`src/adcs_defs.svh`:
```
// Purpose: Constants for the converter control and status block
// Assumes: APB byte addresses, 32-bit data, 8-bit registers in low bits
// Notes: Offsets D1h-D3h not multiples of four, so they are register indices
`ifndef ADCS_DEFS_SVH
`define ADCS_DEFS_SVH

// ==========================================================================
// Register indices and byte addresses
`define ADCS_IDX_RESULT 8'h00D0
`define ADCS_IDX_CTRL 8'h00D1
`define ADCS_IDX_IRQ_STAT 8'h00D2
`define ADCS_IDX_IRQ_MASK 8'h00D3
`define ADCS_ADDR_W 12
`define ADCS_ADDR_RESULT 12'h0340
`define ADCS_ADDR_CTRL 12'h0344
`define ADCS_ADDR_IRQ_STAT 12'h0348
`define ADCS_ADDR_IRQ_MASK 12'h034C

// ==========================================================================
// Control register fields and reset
`define ADCS_BIT_IRQ_EN 7
`define ADCS_BIT_DONE 6
`define ADCS_BIT_START 5
`define ADCS_BIT_PWR 4
`define ADCS_BIT_OSC_OFF 2
`define ADCS_CTRL_RESET 8'h40
`define ADCS_RESULT_RESET 8'h00

// ==========================================================================
// Timing: one approximation trial per this many clocks
`define ADCS_TRIAL_CYCLES 4'h4
`define ADCS_TRIALS 4'h8

`endif

```
`src/adcs_pkg.sv`:
```
// Purpose: Types for the converter control and status block
// Assumes: Constants live in adcs_defs.svh
// Notes: Gray coded sequencer states
package adcs_pkg;
  typedef enum logic [1:0] {
    ADCS_OFF = 2'b00,
    ADCS_IDLE = 2'b01,
    ADCS_CONV = 2'b11
  } adcs_state_t;
  typedef logic [7:0] adcs_byte_t;
endpackage

```
`src/adcs_sync.sv`:
```
// Purpose: Two-flop synchroniser for pin-level inputs
// Assumes: Inputs asynchronous to clk
// Notes: First stage read only by the second
`timescale 1ns/1ps
`default_nettype none
module adcs_sync #(
  parameter int W = 1
) (
  input wire logic clk,            // Core clock
  input wire logic rst,            // Sync reset, high
  input wire logic [W-1:0] d,      // Asynchronous level
  output logic [W-1:0] q           // Synchronised level
);
  logic [W-1:0] meta;
  logic [W-1:0] next_meta;
  logic [W-1:0] next_q;

  // ==========================================================================
  // Next values
  always_comb begin
    next_meta = d;
    next_q = meta;
  end

  // Two stages, cleared at reset
  always_ff @(posedge clk) begin
    if (rst) begin
      meta <= '0;
      q <= '0;
    end else begin
      meta <= next_meta;
      q <= next_q;
    end
  end
endmodule
`default_nettype wire

```
`src/adcs_sar.sv`:
```
// Purpose: Successive-approximation trial sequencer
// Assumes: Comparator answer valid half a trial period (two clocks) after dac code changes
// Notes: Restart abandons the running conversion
`timescale 1ns/1ps
`default_nettype none
`include "adcs_defs.svh"
module adcs_sar (
  input wire logic clk,                     // Core clock
  input wire logic rst,                     // Sync reset, high
  input wire logic start,                   // One-cycle start pulse
  input wire logic enable,                  // Powered and not stopped
  input wire logic cmp_above,               // Input above trial code, synced
  output adcs_pkg::adcs_byte_t dac_code,    // Trial code to the ladder
  output logic busy,                        // Conversion running
  output logic done,                        // One-cycle finish pulse
  output adcs_pkg::adcs_byte_t result       // Final code, valid with done
);
  import adcs_pkg::*;
  logic [3:0] tick;
  logic [3:0] next_tick;
  logic [2:0] bit_idx;
  logic [2:0] next_bit_idx;
  adcs_byte_t next_dac_code;
  logic next_busy;
  logic next_done;
  adcs_byte_t next_result;
  adcs_byte_t trial;

  // ==========================================================================
  // Trial stepping, MSB first; final trial loads result
  always_comb begin
    next_tick = tick;
    next_bit_idx = bit_idx;
    next_dac_code = dac_code;
    next_busy = busy;
    next_done = 1'b0;
    next_result = result;
    trial = dac_code;
    if (!cmp_above) begin
      trial[bit_idx] = 1'b0;
    end
    if (!enable) begin
      next_busy = 1'b0;
    end else if (start) begin // Restart wins over a running one [RULE11]
      next_busy = 1'b1;
      next_tick = 4'h0;
      next_bit_idx = 3'd7;
      next_dac_code = 8'h80;
    end else if (busy) begin
      next_tick = tick + 4'h1;
      if (tick == `ADCS_TRIAL_CYCLES - 4'h1) begin
        next_tick = 4'h0;
        if (bit_idx == 3'd0) begin // [RULE18]
          next_busy = 1'b0;
          next_done = 1'b1;
          next_result = trial; // Saturates to 00h or FFh at rails [RULE16]
          next_dac_code = trial;
        end else begin
          next_bit_idx = bit_idx - 3'd1;
          next_dac_code = trial | (8'h01 << (bit_idx - 3'd1));
        end
      end
    end
  end

  always_ff @(posedge clk) begin
    if (rst) begin
      tick <= 4'h0;
      bit_idx <= 3'd7;
      dac_code <= 8'h00;
      busy <= 1'b0;
      done <= 1'b0;
      result <= `ADCS_RESULT_RESET;
    end else begin
      tick <= next_tick;
      bit_idx <= next_bit_idx;
      dac_code <= next_dac_code;
      busy <= next_busy;
      done <= next_done;
      result <= next_result;
    end
  end
endmodule
`default_nettype wire

```
`src/adcs_top.sv`:
```
// Purpose: Converter control/status registers behind APB, with sequencer
// Assumes: Comparator and stop-mode request arrive from other clock domains
// Notes: Sequencer in adcs_sar, pin inputs synchronised in adcs_sync
// Operation
// RULE1: Runs in wait, wakes core; off in stop
// RULE2: Power bit 4 switches converter on/off
// RULE3: Zero writes never clear done flag
// RULE4: Handler should clear interrupt enable itself
// RULE5: Control at D1h, resets 40h, mixed access
// RULE6: Bit 7 gates converter interrupt request
// RULE7: Finish sets done flag, raises enabled request
// RULE8: Start write clears done and pending request
// RULE9: Result valid only while done reads one
// RULE10: Bit 5 write one starts conversion
// RULE11: Restart abandons running conversion immediately
// RULE12: Start bit always reads zero
// RULE13: Software writes zero to reserved bits
// RULE14: Bit 2 drives main oscillator disable only
// RULE15: Result read-only at D0h, MSB bit 7
// RULE16: Rails give FFh and 00h results
// RULE17: Power on before start, separate writes
// RULE18: Eight MSB-first trials, load on last
//
// Chosen here: register access over APB.
`timescale 1ns/1ps
`default_nettype none
`include "adcs_defs.svh"
module adcs_top (
  input wire logic clk,                         // Core clock, 40 MHz
  input wire logic rst,                         // Sync reset, high
  input wire logic [`ADCS_ADDR_W-1:0] paddr,    // APB address
  input wire logic psel,                        // APB select
  input wire logic penable,                     // APB access phase
  input wire logic pwrite,                      // APB direction
  input wire logic [31:0] pwdata,               // APB write data
  input wire logic [3:0] pstrb,                 // APB byte strobes
  output logic [31:0] prdata,                   // APB read data
  output logic pready,                          // APB ready
  output logic pslverr,                         // APB error
  input wire logic cmp_above_pin,               // Comparator, async
  input wire logic stop_mode_pin,               // Stop mode request, async
  output adcs_pkg::adcs_byte_t dac_code,        // Ladder trial code
  output logic converter_power_on,              // Analog power enable
  output logic main_osc_disable,                // Main oscillator off
  output logic conv_irq,                        // Converter request to core
  output logic wake_req,                        // Wait-mode wake request
  output logic irq                              // Masked status interrupt
);
  import adcs_pkg::*;

  // ==========================================================================
  // Register selector codes from the address decode
  localparam logic [2:0] SEL_NONE = 3'h0;
  localparam logic [2:0] SEL_RESULT = 3'h1;
  localparam logic [2:0] SEL_CTRL = 3'h2;
  localparam logic [2:0] SEL_STAT = 3'h3;
  localparam logic [2:0] SEL_MASK = 3'h4;

  // ==========================================================================
  // Address decode, used by read and write paths
  function automatic logic [2:0] reg_sel(input logic [`ADCS_ADDR_W-1:0] a);
    case (a)
      `ADCS_ADDR_RESULT: reg_sel = SEL_RESULT;
      `ADCS_ADDR_CTRL: reg_sel = SEL_CTRL;
      `ADCS_ADDR_IRQ_STAT: reg_sel = SEL_STAT;
      `ADCS_ADDR_IRQ_MASK: reg_sel = SEL_MASK;
      default: reg_sel = SEL_NONE;
    endcase
  endfunction

  logic cmp_above;
  logic stop_mode;
  logic [`ADCS_ADDR_W-1:0] paddr_q;
  logic irq_enable;
  logic done_flag;
  logic osc_off;
  logic pwr_on;
  logic [2:0] ctl_reserved;
  logic [1:0] irq_stat;
  logic [1:0] irq_mask;
  adcs_state_t state;
  logic next_irq_enable;
  logic next_done_flag;
  logic next_osc_off;
  logic next_pwr_on;
  logic [2:0] next_ctl_reserved;
  logic [1:0] next_irq_stat;
  logic [1:0] next_irq_mask;
  adcs_state_t next_state;
  logic [31:0] next_prdata;
  logic next_pready;
  logic next_pslverr;
  logic next_conv_irq;
  logic next_wake_req;
  logic next_irq;
  logic next_converter_power_on;
  logic next_main_osc_disable;
  logic wr_acc;
  logic rd_acc;
  logic [2:0] sel;
  logic start_pulse;
  logic conv_enable;
  logic sar_busy;
  logic sar_done;
  adcs_byte_t sar_result;
  adcs_byte_t ctrl_rd;
  adcs_byte_t wbyte;

  // ==========================================================================
  // Pin inputs pass two flops
  adcs_sync #(.W(2)) u_sync (
    .clk(clk),
    .rst(rst),
    .d({cmp_above_pin, stop_mode_pin}),
    .q({cmp_above, stop_mode})
  );

  // Converter runs only when powered and not in stop
  assign conv_enable = pwr_on && !stop_mode; // [RULE1] [RULE2]

  adcs_sar u_sar (
    .clk(clk),
    .rst(rst),
    .start(start_pulse),
    .enable(conv_enable),
    .cmp_above(cmp_above),
    .dac_code(dac_code),
    .busy(sar_busy),
    .done(sar_done),
    .result(sar_result)
  );

  // ==========================================================================
  // APB access qualification; one wait state so pready is registered
  assign sel = reg_sel(paddr);
  assign wr_acc = psel && penable && pwrite && pready;
  assign rd_acc = psel && penable && !pwrite && !pready;
  assign wbyte = pstrb[0] ? pwdata[7:0] : 8'h00;
  assign start_pulse = wr_acc && pstrb[0] && (reg_sel(paddr_q) == SEL_CTRL)
                       && pwdata[`ADCS_BIT_START] && conv_enable; // [RULE10]

  // Control read image; start always zero
  always_comb begin
    ctrl_rd = 8'h00;
    ctrl_rd[`ADCS_BIT_IRQ_EN] = irq_enable;
    ctrl_rd[`ADCS_BIT_DONE] = done_flag;
    ctrl_rd[`ADCS_BIT_START] = 1'b0; // [RULE12]
    ctrl_rd[`ADCS_BIT_PWR] = pwr_on;
    ctrl_rd[3] = ctl_reserved[2];
    ctrl_rd[`ADCS_BIT_OSC_OFF] = osc_off;
    ctrl_rd[1:0] = ctl_reserved[1:0];
  end

  // ==========================================================================
  // Register and flag next values
  always_comb begin
    next_irq_enable = irq_enable;
    next_done_flag = done_flag;
    next_osc_off = osc_off;
    next_pwr_on = pwr_on;
    next_ctl_reserved = ctl_reserved;
    next_irq_mask = irq_mask;
    next_irq_stat = irq_stat;
    if (wr_acc && pstrb[0]) begin
      case (reg_sel(paddr_q))
        SEL_CTRL: begin // Done bit is read only [RULE5]
          next_irq_enable = wbyte[`ADCS_BIT_IRQ_EN]; // [RULE6]
          next_pwr_on = wbyte[`ADCS_BIT_PWR];
          next_osc_off = wbyte[`ADCS_BIT_OSC_OFF]; // [RULE14]
          next_ctl_reserved = {wbyte[3], wbyte[1:0]};
        end
        SEL_STAT: next_irq_stat = irq_stat & ~wbyte[1:0];
        SEL_MASK: next_irq_mask = wbyte[1:0];
        default: next_irq_stat = irq_stat;
      endcase
    end
    // Start clears done; zero writes leave it alone [RULE3] [RULE8]
    if (start_pulse) begin
      next_done_flag = 1'b0;
    end
    // Finish sets done; set wins over any clear [RULE7] [RULE9]
    if (sar_done) begin
      next_done_flag = 1'b1;
      next_irq_stat[0] = 1'b1;
    end
    if (start_pulse) begin
      next_irq_stat[1] = 1'b1; // Every start event logged too
    end
  end

  // ==========================================================================
  // Sequencer view: off, idle or converting
  // Gray path, one bit flips per step except CONV to OFF, which flips both
  always_comb begin
    case (state)
      ADCS_OFF: next_state = conv_enable ? ADCS_IDLE : ADCS_OFF;
      ADCS_IDLE: next_state = !conv_enable ? ADCS_OFF :
                              (start_pulse ? ADCS_CONV : ADCS_IDLE);
      ADCS_CONV: next_state = !conv_enable ? ADCS_OFF :
                              (sar_busy || start_pulse ? ADCS_CONV : ADCS_IDLE);
      default: next_state = ADCS_OFF;
    endcase
  end

  // ==========================================================================
  // Bus answer: one wait state, read image taken while pready is low
  always_comb begin
    // Writes answer alike; the write lands at the pready edge
    next_pready = rd_acc || (psel && penable && pwrite && !pready);
    next_pslverr = 1'b0;
    next_prdata = 32'h0000_0000;
    if (psel && penable && !pready) begin
      // Unmapped offsets answer with error and zero data, no write
      next_pslverr = (sel == SEL_NONE);
      case (sel)
        SEL_RESULT: next_prdata = {24'h00_0000, sar_result}; // [RULE15]
        SEL_CTRL: next_prdata = {24'h00_0000, ctrl_rd};
        SEL_STAT: next_prdata = {30'h0000_0000, irq_stat};
        SEL_MASK: next_prdata = {30'h0000_0000, irq_mask};
        default: next_prdata = 32'h0000_0000;
      endcase
    end
  end

  // ==========================================================================
  // Output levels from next values, so they change at the write edge
  always_comb begin
    // Request held while done and enabled; handler clears enable [RULE4] [RULE7]
    next_conv_irq = next_done_flag && next_irq_enable;
    // Stop mode blocks wake since converter is off there [RULE1]
    next_wake_req = next_conv_irq && !stop_mode;
    next_irq = |(next_irq_stat & next_irq_mask);
    // Power pin drops in stop whatever the power bit holds
    next_converter_power_on = next_pwr_on && !stop_mode; // [RULE2]
    next_main_osc_disable = next_osc_off; // Clock system only [RULE14]
  end

  // ==========================================================================
  // Bus registers; address latched every clock, used at the write edge
  always_ff @(posedge clk) begin
    if (rst) begin
      paddr_q <= '0;
      prdata <= 32'h0000_0000;
      pready <= 1'b0;
      pslverr <= 1'b0;
    end else begin
      paddr_q <= paddr;
      prdata <= next_prdata;
      pready <= next_pready;
      pslverr <= next_pslverr;
    end
  end

  // ==========================================================================
  // Control fields and flags; done set to match the 40h reset image
  always_ff @(posedge clk) begin
    if (rst) begin
      irq_enable <= 1'b0;
      done_flag <= 1'b1;
      osc_off <= 1'b0;
      pwr_on <= 1'b0;
      ctl_reserved <= 3'b000;
      irq_stat <= 2'b00;
      irq_mask <= 2'b00;
    end else begin
      irq_enable <= next_irq_enable;
      done_flag <= next_done_flag;
      osc_off <= next_osc_off;
      pwr_on <= next_pwr_on;
      ctl_reserved <= next_ctl_reserved;
      irq_stat <= next_irq_stat;
      irq_mask <= next_irq_mask;
    end
  end

  // ==========================================================================
  // Sequencer view register
  always_ff @(posedge clk) begin
    if (rst) begin
      state <= ADCS_OFF;
    end else begin
      state <= next_state;
    end
  end

  // ==========================================================================
  // Output flops: no pin sees a decode glitch
  // They also hold the request steady for the core
  always_ff @(posedge clk) begin
    if (rst) begin
      conv_irq <= 1'b0;
      wake_req <= 1'b0;
      irq <= 1'b0;
      converter_power_on <= 1'b0;
      main_osc_disable <= 1'b0;
    end else begin
      conv_irq <= next_conv_irq;
      wake_req <= next_wake_req;
      irq <= next_irq;
      converter_power_on <= next_converter_power_on;
      main_osc_disable <= next_main_osc_disable;
    end
  end
endmodule
`default_nettype wire

```
`config.mk`:
```
export PLATFORM = sky130hd
export DESIGN_NAME = adcs_top
export DESIGN_NICKNAME = d
export VERILOG_FILES = /design/src/adcs_pkg.sv /design/src/adcs_sync.sv /design/src/adcs_sar.sv /design/src/adcs_top.sv
export VERILOG_INCLUDE_DIRS = /design/src
export SDC_FILE = /design/constraint.sdc
export NUM_CORES = 1
export LEC_CHECK = 0
export BUFFER_PORTS_ARGS = -buffer_cell sky130_fd_sc_hd__buf_2
export CORE_MARGIN = 3
export CORE_UTILIZATION = 50
export CTS_CLUSTER_DIAMETER = 40
export CTS_CLUSTER_SIZE = 8
export DETAILED_ROUTE_END_ITERATION = 12
export GPL_TIMING_DRIVEN = 0
export PLACE_DENSITY = 0.8
export SETUP_SLACK_MARGIN = 0.15
export SLEW_MARGIN = 20
export SYNTH_ARGS = -nofsm -noshare
export SYNTH_HDL_FRONTEND = slang
export SYNTH_HIERARCHICAL = 1
export SYNTH_SLANG_ARGS = --single-unit
```
`constraint.sdc`:
```
create_clock -name clk -period 2.5 [get_ports clk]
set_clock_uncertainty 0.1 [all_clocks]
set_input_delay 0.5 -clock clk [delete_from_list [all_inputs] [get_ports clk]]
set_output_delay 0.5 -clock clk [all_outputs]
set_load 0.05 [all_outputs]
```
==> results of run 1 <==
what timing repair did:
action | CTS | global route
gates resized for setup | 3 | 9
setup buffers | 2 | 0
pin swaps | 1 | 1
endpoints found under the setup margin | 12 | 15
report_power, final:
group          internal (mW)  switching, mW  total (mW)
Combinational         0.0654          0.133       0.199
Sequential              1.07        0.00830        1.07
Clock                  0.586          0.409       0.994
worst register-to-register path: stages (launching register included):
cell and delay (ps):
dfxtp_1 290, nand4bb_1 290, nor3_2 250, nand3_1 130
nor3_2 200, clkbuf_4 240, o21ai_1 160, or3_1 380
a21oi_1 140
stage by stage:
step,utilization,worst slack [ps],std cells,hold WS [ps]
after floorplan,-,188,344,314
after global placement,0.592,-222,467,322
after detailed placement,0.592,-246,467,329
after CTS,0.635,141,485,259
after global routing,0.637,143,485,288
final,0.637,242,485,268
cell type report:
cell class / instances / area (um^2) / share of cell area
sequential: 66 / 1320 / 0.348
timing repair buffer: 50 / 268 / 0.0706
inverter: 13 / 48.8 / 0.0129
clock buffer: 11 / 141 / 0.0373
tap: 75 / 93.8 / 0.0247
multi-input combinational: 224 / 1590 / 0.419
clock inverter: 5 / 77.6 / 0.0204
buffer: 41 / 254 / 0.0669
Yosys cell counts, drive strengths merged (4+ instances only):
cell	count
nand4bb	4
nor2	16
nor3	6
or4b	5
nand4	4
clkbuf	15
nor2b	25
dfxtp	66
and3	7
a21oi	8
nor3b	4
nand3b	10
nand2	11
o21ai	4
inv	13
nand3	6
ha	6
mux2i	13
nand2b	9
a211oi	4
o22ai	8
buf	26
worst min-delay path by stage:
stage / endpoint / slack, ps
detailed placement: u_sync/q[1]$_SDFF_PP0_ / 330
CTS: u_sync/meta[0]$_SDFF_PP0_ / 260
global placement: u_sync/q[1]$_SDFF_PP0_ / 320
global route: u_sync/meta[1]$_SDFF_PP0_ / 290
floorplan: u_sync/q[0]$_SDFF_PP0_ / 310
finish: u_sync/meta[0]$_SDFF_PP0_ / 270
logic make-up (layout without fill, tap and decap cells):
group / Yosys count / count (layout) / share of synthesized area
other: 1 / 24 / 0.00121
xor gates and xnor gates: 2 / 2 / 0.00564
DFF: 66 / 66 / 0.425
muxes: 17 / 17 / 0.0660
buffers and inverters: 54 / 120 / 0.0950
adders and majority gates: 6 / 6 / 0.0242
AOI/OAI and AO/OA: 43 / 43 / 0.0986
and+or+nand+nor: 132 / 132 / 0.284
flip-flops by register name, indices dropped and copies added (netlist names), 2 cells and up:
register and count:
irq_mask 2, u_sar/tick 4, u_sync/q 2, u_sar/bit_idx 3
prdata 8, u_sar/result 8, u_sar/dac_code 8, u_sync/meta 2
ctl_reserved 3, paddr_q 12, irq_stat 2
metal layers:
metal	GRT usage	wire length (um)
met5	0	0
met2	0.330	3410
met1	0.240	3080
met4	0.0777	71
met3	0.0408	409
==> run_results.csv, run 1 <==
group,metric,value,unit
outcome,status,"complete, no violations",
cells_and_area,syn_to_final_growth,22.1,%
synthesis,avgSynthCellArea,9.68,um^2
floorplan,fp.coreArea,5960,um^2
grt,grt_pass1_wl,11.2,mm
clock_tree,cts.sinks,66,
synthesis,yosys_warnings,6,
clock_tree,cts_made_buffers,9,
detailed_routing,drt_drc_violations_left,0,
setup_path,critPathRequiredTime,2670,ps
timing,tns,0,ps
grt,grt_pass1_vias,2359,
worst_hold_path,hp-start,"stop_mode_pin",
placed_design,dp_hpwl,4.95,mm
timing,finalCriticalPeriod,2260,ps
setup_path,endpoint,"u_sar/tick[3]$_SDFFE_PP0P_",
clock_tree,clock_latency,340,ps
cells_and_area,layout_commonest_cell,"dfxtp_1",
clock_tree,htree_levels,3,
detailed_routing,vias_per_cell,5.20,
synthesis,synth.area.top_cells,"dfxtp_1 43%, buf_4 5.8%, nor2b_1 5.0%",
setup_path,cp-start-kind,"register",
flow_run,drv_cap,0,
setup_path,r2r_end,"u_sar/tick[3]$_SDFFE_PP0P_",
pwr,leakagePower,1.65,nW
worst_hold_path,min_path_type,"input pin to register",
grt,grt_max_degree,20,
grt,antenna_found_initial,0,
timing,slew_violations,0,
cells_and_area,insertedDiodeCount,0,
floorplan,row_count,28,
setup_path,path_class,"register to register",
synthesis,synth_area,3110,um^2
setup_path,slowest_stage,"or3_1",
synthesis,yosys.area.top_type_share,0.425,
clock_tree,path_clk_slew,70,ps
floorplan,start_util,0.522,
setup_path,crit_family,"simple AND/OR/NAND/NOR gates",
grt,overflow,0,
synthesis,synth_cell_type_count,60,
setup_path,ff2ff_setup_slack,240,ps
timing,rsz0062_at_grt,"false",
setup_path,worstPathCellList,"nand4bb_1 -> nor3_2 -> nand3_1 -> nor3_2 -> clkbuf_4 -> o21ai_1 -> or3_1 -> a21oi_1",
placed_design,io_buffers,48,
synthesis,syn-instance-count,321,
detailed_routing,routedWlPerCell,14.4,um
clock_tree,ctsHoldBuffers,0,
timing,worst_pin_slew,577,ps
synthesis,yosysTopAreaCell,"dfxtp_1",
grt,grt.total_usage,0.194,
placed_design,gp_congestion,0.865,
cells_and_area,fin_area,3790,um^2
setup_path,path_depth,8,
cells_and_area,most-common-layout-cells,"66 x dfxtp_1, 50 x buf_2, 25 x buf_4, 24 x nor2b_1, 24 x conb_1",
placed_design,dpl-instance-area,3530,um^2
synthesis,synthArstFlopShare,0,
setup_path,crit_path_frequent_cell,"nor3_2",
setup_path,reg2regPathDepth,8,
timing,min_period_over_period,0.903,
detailed_routing,vias,2520,
detailed_routing,drtPass1Iterations,4,
setup_path,startpoint,"paddr_q[7]$_SDFF_PP0_",
pwr,powerDensity,597,nW/um^2
setup_path,critPathMaxStageDelay,380,ps
synthesis,ys.flop_type,"dfxtp_1",
cells_and_area,fin_nets,466,
detailed_routing,drtIter0Drc,134,
synthesis,ys_ff_latch,66,
timing,slew_headroom,0.616,
floorplan,die_h,84.8,um
pwr,ir_drop,0.325,mV
setup_path,reg2reg_from,"paddr_q[7]$_SDFF_PP0_",
floorplan,ios,102,
floorplan,die_w,84.8,um
pwr,total_power,2.27,mW
timing,setup_viol,0,
setup_path,worstPathArrival,2430,ps
worst_hold_path,hold_depth,2,
synthesis,ys_seq_area_frac,0.425,
detailed_routing,antenna_left,0,
clock_tree,cts_buffer_depth,2,
detailed_routing,routed_wirelength,6.97,mm
clock_tree,cts_root_buf,"clkbuf_8",
timing,hold_viol_final,0,
floorplan,die_area,7200,um^2
synthesis,synth_edf_count,0,
setup_path,cp_num_buf_inv,1,
setup_path,path_max_fanout,10,
cells_and_area,fillCellCount,495,
timing,fmax,0.443,GHz
clock_tree,tritoncts,"built",
setup_path,cp-end-kind,"register",
cells_and_area,drive_gt1_frac,0.276,
(Power assumes the default switching activity.)
==> run 2, diff against run 1 <==
--- a/config.mk
+++ b/config.mk
@@ -13,10 +13,9 @@
 export CTS_CLUSTER_SIZE = 8
 export DETAILED_ROUTE_END_ITERATION = 12
 export GPL_TIMING_DRIVEN = 0
-export PLACE_DENSITY = 0.8
+export PLACE_DENSITY = 0.81
 export SETUP_SLACK_MARGIN = 0.15
 export SLEW_MARGIN = 20
 export SYNTH_ARGS = -nofsm -noshare
 export SYNTH_HDL_FRONTEND = slang
-export SYNTH_HIERARCHICAL = 1
 export SYNTH_SLANG_ARGS = --single-unit
==> run_results.csv, run 2 <==
group,metric,value,unit
detailed_routing,vias,2451,
synthesis,yosys_warnings,0,
detailed_routing,drtIter0Drc,146,
synthesis,ys_seq_area_frac,0.439,
setup_path,cp-end-kind,"register",
setup_path,reg2reg_from,"u_sar.bit_idx[1]$_SDFFE_PP1P_",
floorplan,ios,102,
pwr,powerDensity,557,nW/um^2
clock_tree,cts.sinks,66,
outcome,status,"complete, no violations",
grt,grt_pass1_wl,10.9,mm
pwr,total_power,1.99,mW
floorplan,die_area,6980,um^2
timing,tns,0,ps
clock_tree,cts_made_buffers,9,
timing,slew_headroom,0.592,
timing,fmax,0.481,GHz
cells_and_area,layout_commonest_cell,"dfxtp_1",
detailed_routing,routed_wirelength,6.48,mm
timing,min_period_over_period,0.831,
setup_path,critPathRequiredTime,2650,ps
timing,finalCriticalPeriod,2080,ps
cells_and_area,largest_register_ffs,12,
synthesis,synthTopCellsByCount,"66 x dfxtp_1, 25 x nand2_1, 24 x buf_4",
placed_design,dpl-instance-area,3420,um^2
cells_and_area,seq_area,1320,um^2
detailed_routing,drtPass1Iterations,4,
setup_path,ff2ff_setup_slack,420,ps
cells_and_area,fin_nets,457,
clock_tree,tritoncts,"built",
flow_run,drv_cap,0,
clock_tree,path_clk_slew,70,ps
placed_design,dp_hpwl,4.85,mm
worst_hold_path,min_path_type,"input pin to register",
grt,overflow,0,
timing,hold_viol_final,0,
cells_and_area,most-common-layout-cells,"66 x dfxtp_1, 50 x buf_2, 25 x nand2_1, 24 x buf_4, 24 x conb_1",
floorplan,row_count,27,
synthesis,avgSynthCellArea,9.58,um^2
cells_and_area,fin_area,3570,um^2
synthesis,ys_ff_latch,66,
synthesis,synth_cell_type_count,53,
detailed_routing,drt_drc_violations_left,0,
detailed_routing,routedWlPerCell,13.7,um
synthesis,synth.area.top_cells,"dfxtp_1 44%, buf_4 6.0%, nor2b_1 4.4%",
timing,setup_viol,0,
clock_tree,clock_latency,340,ps
placed_design,io_buffers,48,
timing,worst_pin_slew,612,ps
floorplan,die_h,83.5,um
synthesis,ys.flop_type,"dfxtp_1",
grt,antenna_found_initial,0,
detailed_routing,antenna_left,0,
pwr,ir_drop,0.320,mV
cells_and_area,final_cells,472,
setup_path,cp-start-kind,"register",
setup_path,path_max_fanout,10,
floorplan,fp.coreArea,5680,um^2
pwr,leakagePower,1.55,nW
placed_design,place_inst,457,
synthesis,synthMostInstantiatedCell,"dfxtp_1",
cells_and_area,fillCellCount,481,
grt,grt_max_degree,11,
synthesis,synthArstFlopShare,0,
synthesis,syn-instance-count,314,
timing,rsz0062_at_grt,"false",
setup_path,path_class,"register to register",
cells_and_area,multiInputGateArea,1480,um^2
synthesis,synth_area,3010,um^2
setup_path,startpoint,"u_sar.bit_idx[1]$_SDFFE_PP1P_",
clock_tree,post_cts_buffers,0,
clock_tree,htree_levels,3,
detailed_routing,vias_per_cell,5.19,
floorplan,start_util,0.530,
timing,slew_violations,0,
cells_and_area,drive_gt1_frac,0.275,
clock_tree,ctsHoldBuffers,0,
placed_design,gp_congestion,0.846,
grt,grt_pass1_vias,2348,
cells_and_area,syn_to_final_growth,18.9,%
cells_and_area,insertedDiodeCount,0,
worst_hold_path,hp-start,"stop_mode_pin",
setup_path,worstPathArrival,2230,ps
clock_tree,cts_buffer_depth,2,
floorplan,die_w,83.5,um
cells_and_area,fin_util,0.630,
clock_tree,ctsResizeCount,0,
synthesis,yosys.area.top_type_share,0.439,
grt,grt.total_usage,0.192,
clock_tree,cts_root_buf,"clkbuf_8",
synthesis,yosysTopAreaCell,"dfxtp_1",
cells_and_area,top_register,"paddr_q",
synthesis,synth_edf_count,0,
==> run 2: cell types whose count changed after synthesis, moves of 9 or more <==
| cell | previous run | this run |
|---|---|---|
| a211o_1 | 0 | 10 |
| o21ai_0 | 3 | 17 |
| clkbuf_1 | 15 | 6 |
| nand2_1 | 11 | 25 |
| o31ai_1 | 0 | 10 |
==> run 2: where the power goes <==
group	switching, mW	leakage, nW	internal (mW)
registers	0.0108	0.536	1.07
clock network	0.368	0.0827	0.347
logic	0.135	0.935	0.0650
==> run 2: kinds of logic after synthesis <==
logic type | after synthesis | share of synthesized area
xor+xnor | 3 | 0.00874
flops | 66 | 0.439
compound gates | 62 | 0.138
buf+inv | 47 | 0.0970
fa+ha+maj | 6 | 0.0250
mux | 7 | 0.0316
simple gates | 122 | 0.259
other cells | 1 | 0.00125
==> run 2: metrics by stage <==
| step | hold WS, ps | worst slack [ps] |
|---|---|---|
| after floorplan | 314 | 480 |
| after detailed placement | 322 | 334 |
| after CTS | 264 | 443 |
| after global routing | 284 | 232 |
| after global placement | 321 | 362 |
| final | 272 | 423 |
==> run 2: final cells by class <==
class	count	area share
Multi-Input combinational cell	224	0.414
Sequential cell	66	0.370
Buffer	35	0.0690
Timing Repair Buffer	48	0.0672
Clock buffer	11	0.0368
Tap cell	72	0.0252
Inverter	12	0.0126
Clock inverter	4	0.00560
==> run 2: final timing paths <==
kind / endpoint / depth (start not counted)
worst max-delay path: u_sar.result[1]$_SDFFE_PP0P_ / 7
worst min-delay path: u_sync.meta[0]$_SDFF_PP0_ / 2
worst max register to register: u_sar.result[1]$_SDFFE_PP0P_ / 7
worst min register to register: u_sync.q[1]$_SDFF_PP0_ / 1
==> run 2: per-layer routing <==
layer | routed length (um) | track usage | vias up | part of all wire
met1 | 2980 | 0.237 | 1122 | 0.46
met5 | 0 | 0 | - | 0
li1 | - | - | 1226 | -
met3 | 423 | 0.0424 | 13 | 0.065
met4 | 131 | 0.0833 | 0 | 0.020
met2 | 2940 | 0.321 | 90 | 0.45
==> run 2: worst max-delay path, cell delays in order (launching register included) <==
cell	delay, ps
dfxtp_1	400
inv_1	140
ha_1	250
nand2b_1	70
clkbuf_1	220
nor3_4	420
nand2_4	150
o31ai_1	230
==> run 3, diff against run 2 <==
--- a/config.mk
+++ b/config.mk
@@ -6,9 +6,10 @@
 export SDC_FILE = /design/constraint.sdc
 export NUM_CORES = 1
 export LEC_CHECK = 0
+export ABC_AREA = 1
 export BUFFER_PORTS_ARGS = -buffer_cell sky130_fd_sc_hd__buf_2
 export CORE_MARGIN = 3
-export CORE_UTILIZATION = 50
+export CORE_UTILIZATION = 51
 export CTS_CLUSTER_DIAMETER = 40
 export CTS_CLUSTER_SIZE = 8
 export DETAILED_ROUTE_END_ITERATION = 12
==> constraint.sdc (replaced) <==
create_clock -name clk -period 2.12 [get_ports clk]
set_clock_uncertainty 0.1 [all_clocks]
set_input_delay 0.424 -clock clk [delete_from_list [all_inputs] [get_ports clk]]
set_output_delay 0.424 -clock clk [all_outputs]
set_load 0.05 [all_outputs]
==> run_results.csv, run 3 <==
group,metric,value,unit
timing,finalCriticalPeriod,1810,ps
cells_and_area,insertedDiodeCount,0,
placed_design,dp_hpwl,5.14,mm
setup_path,cp_num_buf_inv,4,
setup_path,ff2ff_setup_slack,310,ps
placed_design,gp_congestion,0.912,
floorplan,row_count,27,
cells_and_area,multiInputGateArea,1450,um^2
detailed_routing,routedWlPerCell,11.4,um
timing,min_period_over_period,0.852,
placed_design,io_buffers,48,
synthesis,synth_cell_type_count,33,
synthesis,yosysTopAreaCell,"dfxtp_1",
synthesis,synthTopCellsByCount,"79 x nand2_1, 76 x nor2_1, 66 x dfxtp_1, 66 x inv_1, 25 x buf_4",
grt,grt_pass1_vias,2617,
flow_run,drv_cap,0,
grt,overflow,0,
synthesis,ys_ff_latch,66,
synthesis,ys.flop_type,"dfxtp_1",
grt,grt_pass1_wl,11.4,mm
timing,slew_violations,0,
clock_tree,cts.sinks,66,
synthesis,synthArstFlopShare,0,
floorplan,start_util,0.548,
clock_tree,clock_latency,350,ps
pwr,leakagePower,1.98,nW
setup_path,path_max_fanout,10,
clock_tree,cts_buffer_depth,2,
floorplan,die_area,7150,um^2
setup_path,worstPathArrival,1940,ps
synthesis,ys_seq_area_frac,0.420,
setup_path,reg2reg_from,"u_sar.tick[0]$_SDFFE_PP0P_",
setup_path,cp-end-kind,"register",
setup_path,worstPathCellList,"ha_1 -> inv_1 -> nor3_4 -> buf_4 -> nand2_2 -> inv_2 -> buf_4 -> o21ai_1 -> o22ai_1 -> nor2_1",
cells_and_area,fin_nets,585,
setup_path,critPathMaxStageDelay,360,ps
cells_and_area,layout_commonest_cell,"nand2_1",
floorplan,ios,102,
detailed_routing,drt_drc_violations_left,0,
timing,rsz0062_at_grt,"false",
synthesis,yosys_warnings,0,
clock_tree,htree_levels,3,
floorplan,die_w,84.6,um
timing,setup_viol,0,
floorplan,fp.coreArea,5740,um^2
detailed_routing,antenna_left,0,
cells_and_area,seq_area,1320,um^2
setup_path,crit_family,"buffers and inverters",
cells_and_area,fillCellCount,502,
timing,hold_viol_final,0,
setup_path,cp-start-kind,"register",
setup_path,critPathRequiredTime,2260,ps
detailed_routing,drtIter0Drc,178,
cells_and_area,largest_register_ffs,12,
grt,grt.total_usage,0.196,
detailed_routing,vias_per_cell,4.82,
detailed_routing,vias,2899,
timing,fin_hold_ws,174,ps
synthesis,synth_area,3150,um^2
synthesis,yosys.area.top_type_share,0.420,
detailed_routing,drtPass1Iterations,5,
detailed_routing,routed_wirelength,6.87,mm
clock_tree,tritoncts,"built",
floorplan,die_h,84.6,um
cells_and_area,most-common-layout-cells,"78 x nand2_1, 75 x nor2_1, 66 x inv_1, 64 x dfxtp_1, 50 x buf_2",
clock_tree,cts_made_buffers,9,
grt,antenna_found_initial,0,
timing,tns,0,ps
cells_and_area,top_register,"paddr_q",
setup_path,slowest_stage,"dfxtp_2",
cells_and_area,syn_to_final_growth,21.7,%
timing,fmax,0.554,GHz
synthesis,syn-instance-count,440,
pwr,ir_drop,0.445,mV
setup_path,crit_path_frequent_cell,"buf_4",
setup_path,path_class,"register to register",
setup_path,startpoint,"u_sar.tick[0]$_SDFFE_PP0P_",
pwr,powerDensity,701,nW/um^2
synthesis,synthMostInstantiatedCell,"nand2_1",
synthesis,avgSynthCellArea,7.16,um^2
synthesis,synth_edf_count,0,
clock_tree,cts_root_buf,"clkbuf_8",
worst_hold_path,min_path_type,"input pin to register",
clock_tree,path_clk_slew,70,ps
outcome,status,"complete, no violations",
synthesis,synth.area.top_cells,"dfxtp_1 42%, nand2_1 9.4%, nor2_1 9.1%",
worst_hold_path,hp-start,"stop_mode_pin",
grt,grt_max_degree,14,
cells_and_area,drive_gt1_frac,0.227,
run 3: worst paths after layout:
kind | to | cells after the start
setup / recovery | u_sar.dac_code[6]$_SDFFE_PP0P_ | 10
hold / removal | u_sync.meta[0]$_SDFF_PP0_ | 3
setup reg to reg | u_sar.dac_code[6]$_SDFFE_PP0P_ | 10
hold reg to reg | u_sync.q[0]$_SDFF_PP0_ | 2
run 3: area by class of cell:
| class | count | share of cell area |
|---|---|---|
| Buffer | 31 | 0.0574 |
| Clock buffer | 9 | 0.0323 |
| Clock inverter | 7 | 0.0264 |
| Inverter | 71 | 0.0695 |
| Multi-Input combinational cell | 295 | 0.378 |
| Sequential cell | 66 | 0.345 |
| Tap cell | 72 | 0.0235 |
| Timing Repair Buffer | 50 | 0.0676 |
run 3: metrics by stage:
stage	power, mW	worst slack, ps	utilization	instances	instance area, um^2
after global routing	2.78	186	0.668	601	3830
after CTS	2.70	245	0.660	599	3790
after floorplan	1.48	296	-	463	3240
after detailed placement	1.52	242	0.621	583	3570
final	2.69	315	0.668	601	3830
after global placement	1.52	259	0.621	583	3570
run 3: worst register-to-register path, delay by kind of cell, from the launching register on:
kind / cells / cell delay [ps]
DFF: 1 / 360
and+or+nand+nor: 3 / 430
buffers and inverters: 4 / 470
AOI/OAI and AO/OA: 2 / 190
adders and majority gates: 1 / 150
run 3: layer usage:
layer,track usage,share of wire
met1,0.235,0.43
met2,0.333,0.49
met3,0.0510,0.066
met4,0.0763,0.018
met5,0,0
run 3: power by group:
part,switching [mW],internal (mW)
Clock,0.520,0.669
Combinational,0.166,0.0670
Sequential,0.00966,1.26
run 3: timing repair:
item / CTS / global route
endpoints found under the setup margin: 0 / 12
setup buffers: 0 / 1
gates resized for setup: 0 / 9
hold buffers: 0 / 0
run 3: cells by family after synthesis:
| kind of cell | count (synthesis) | synth area share |
|---|---|---|
| compound gates | 48 | 0.0822 |
| simple gates | 214 | 0.310 |
| xor+xnor | 3 | 0.00834 |
| flops | 66 | 0.420 |
| other cells | 1 | 0.00119 |
| buf+inv | 102 | 0.155 |
| fa+ha+maj | 6 | 0.0238 |
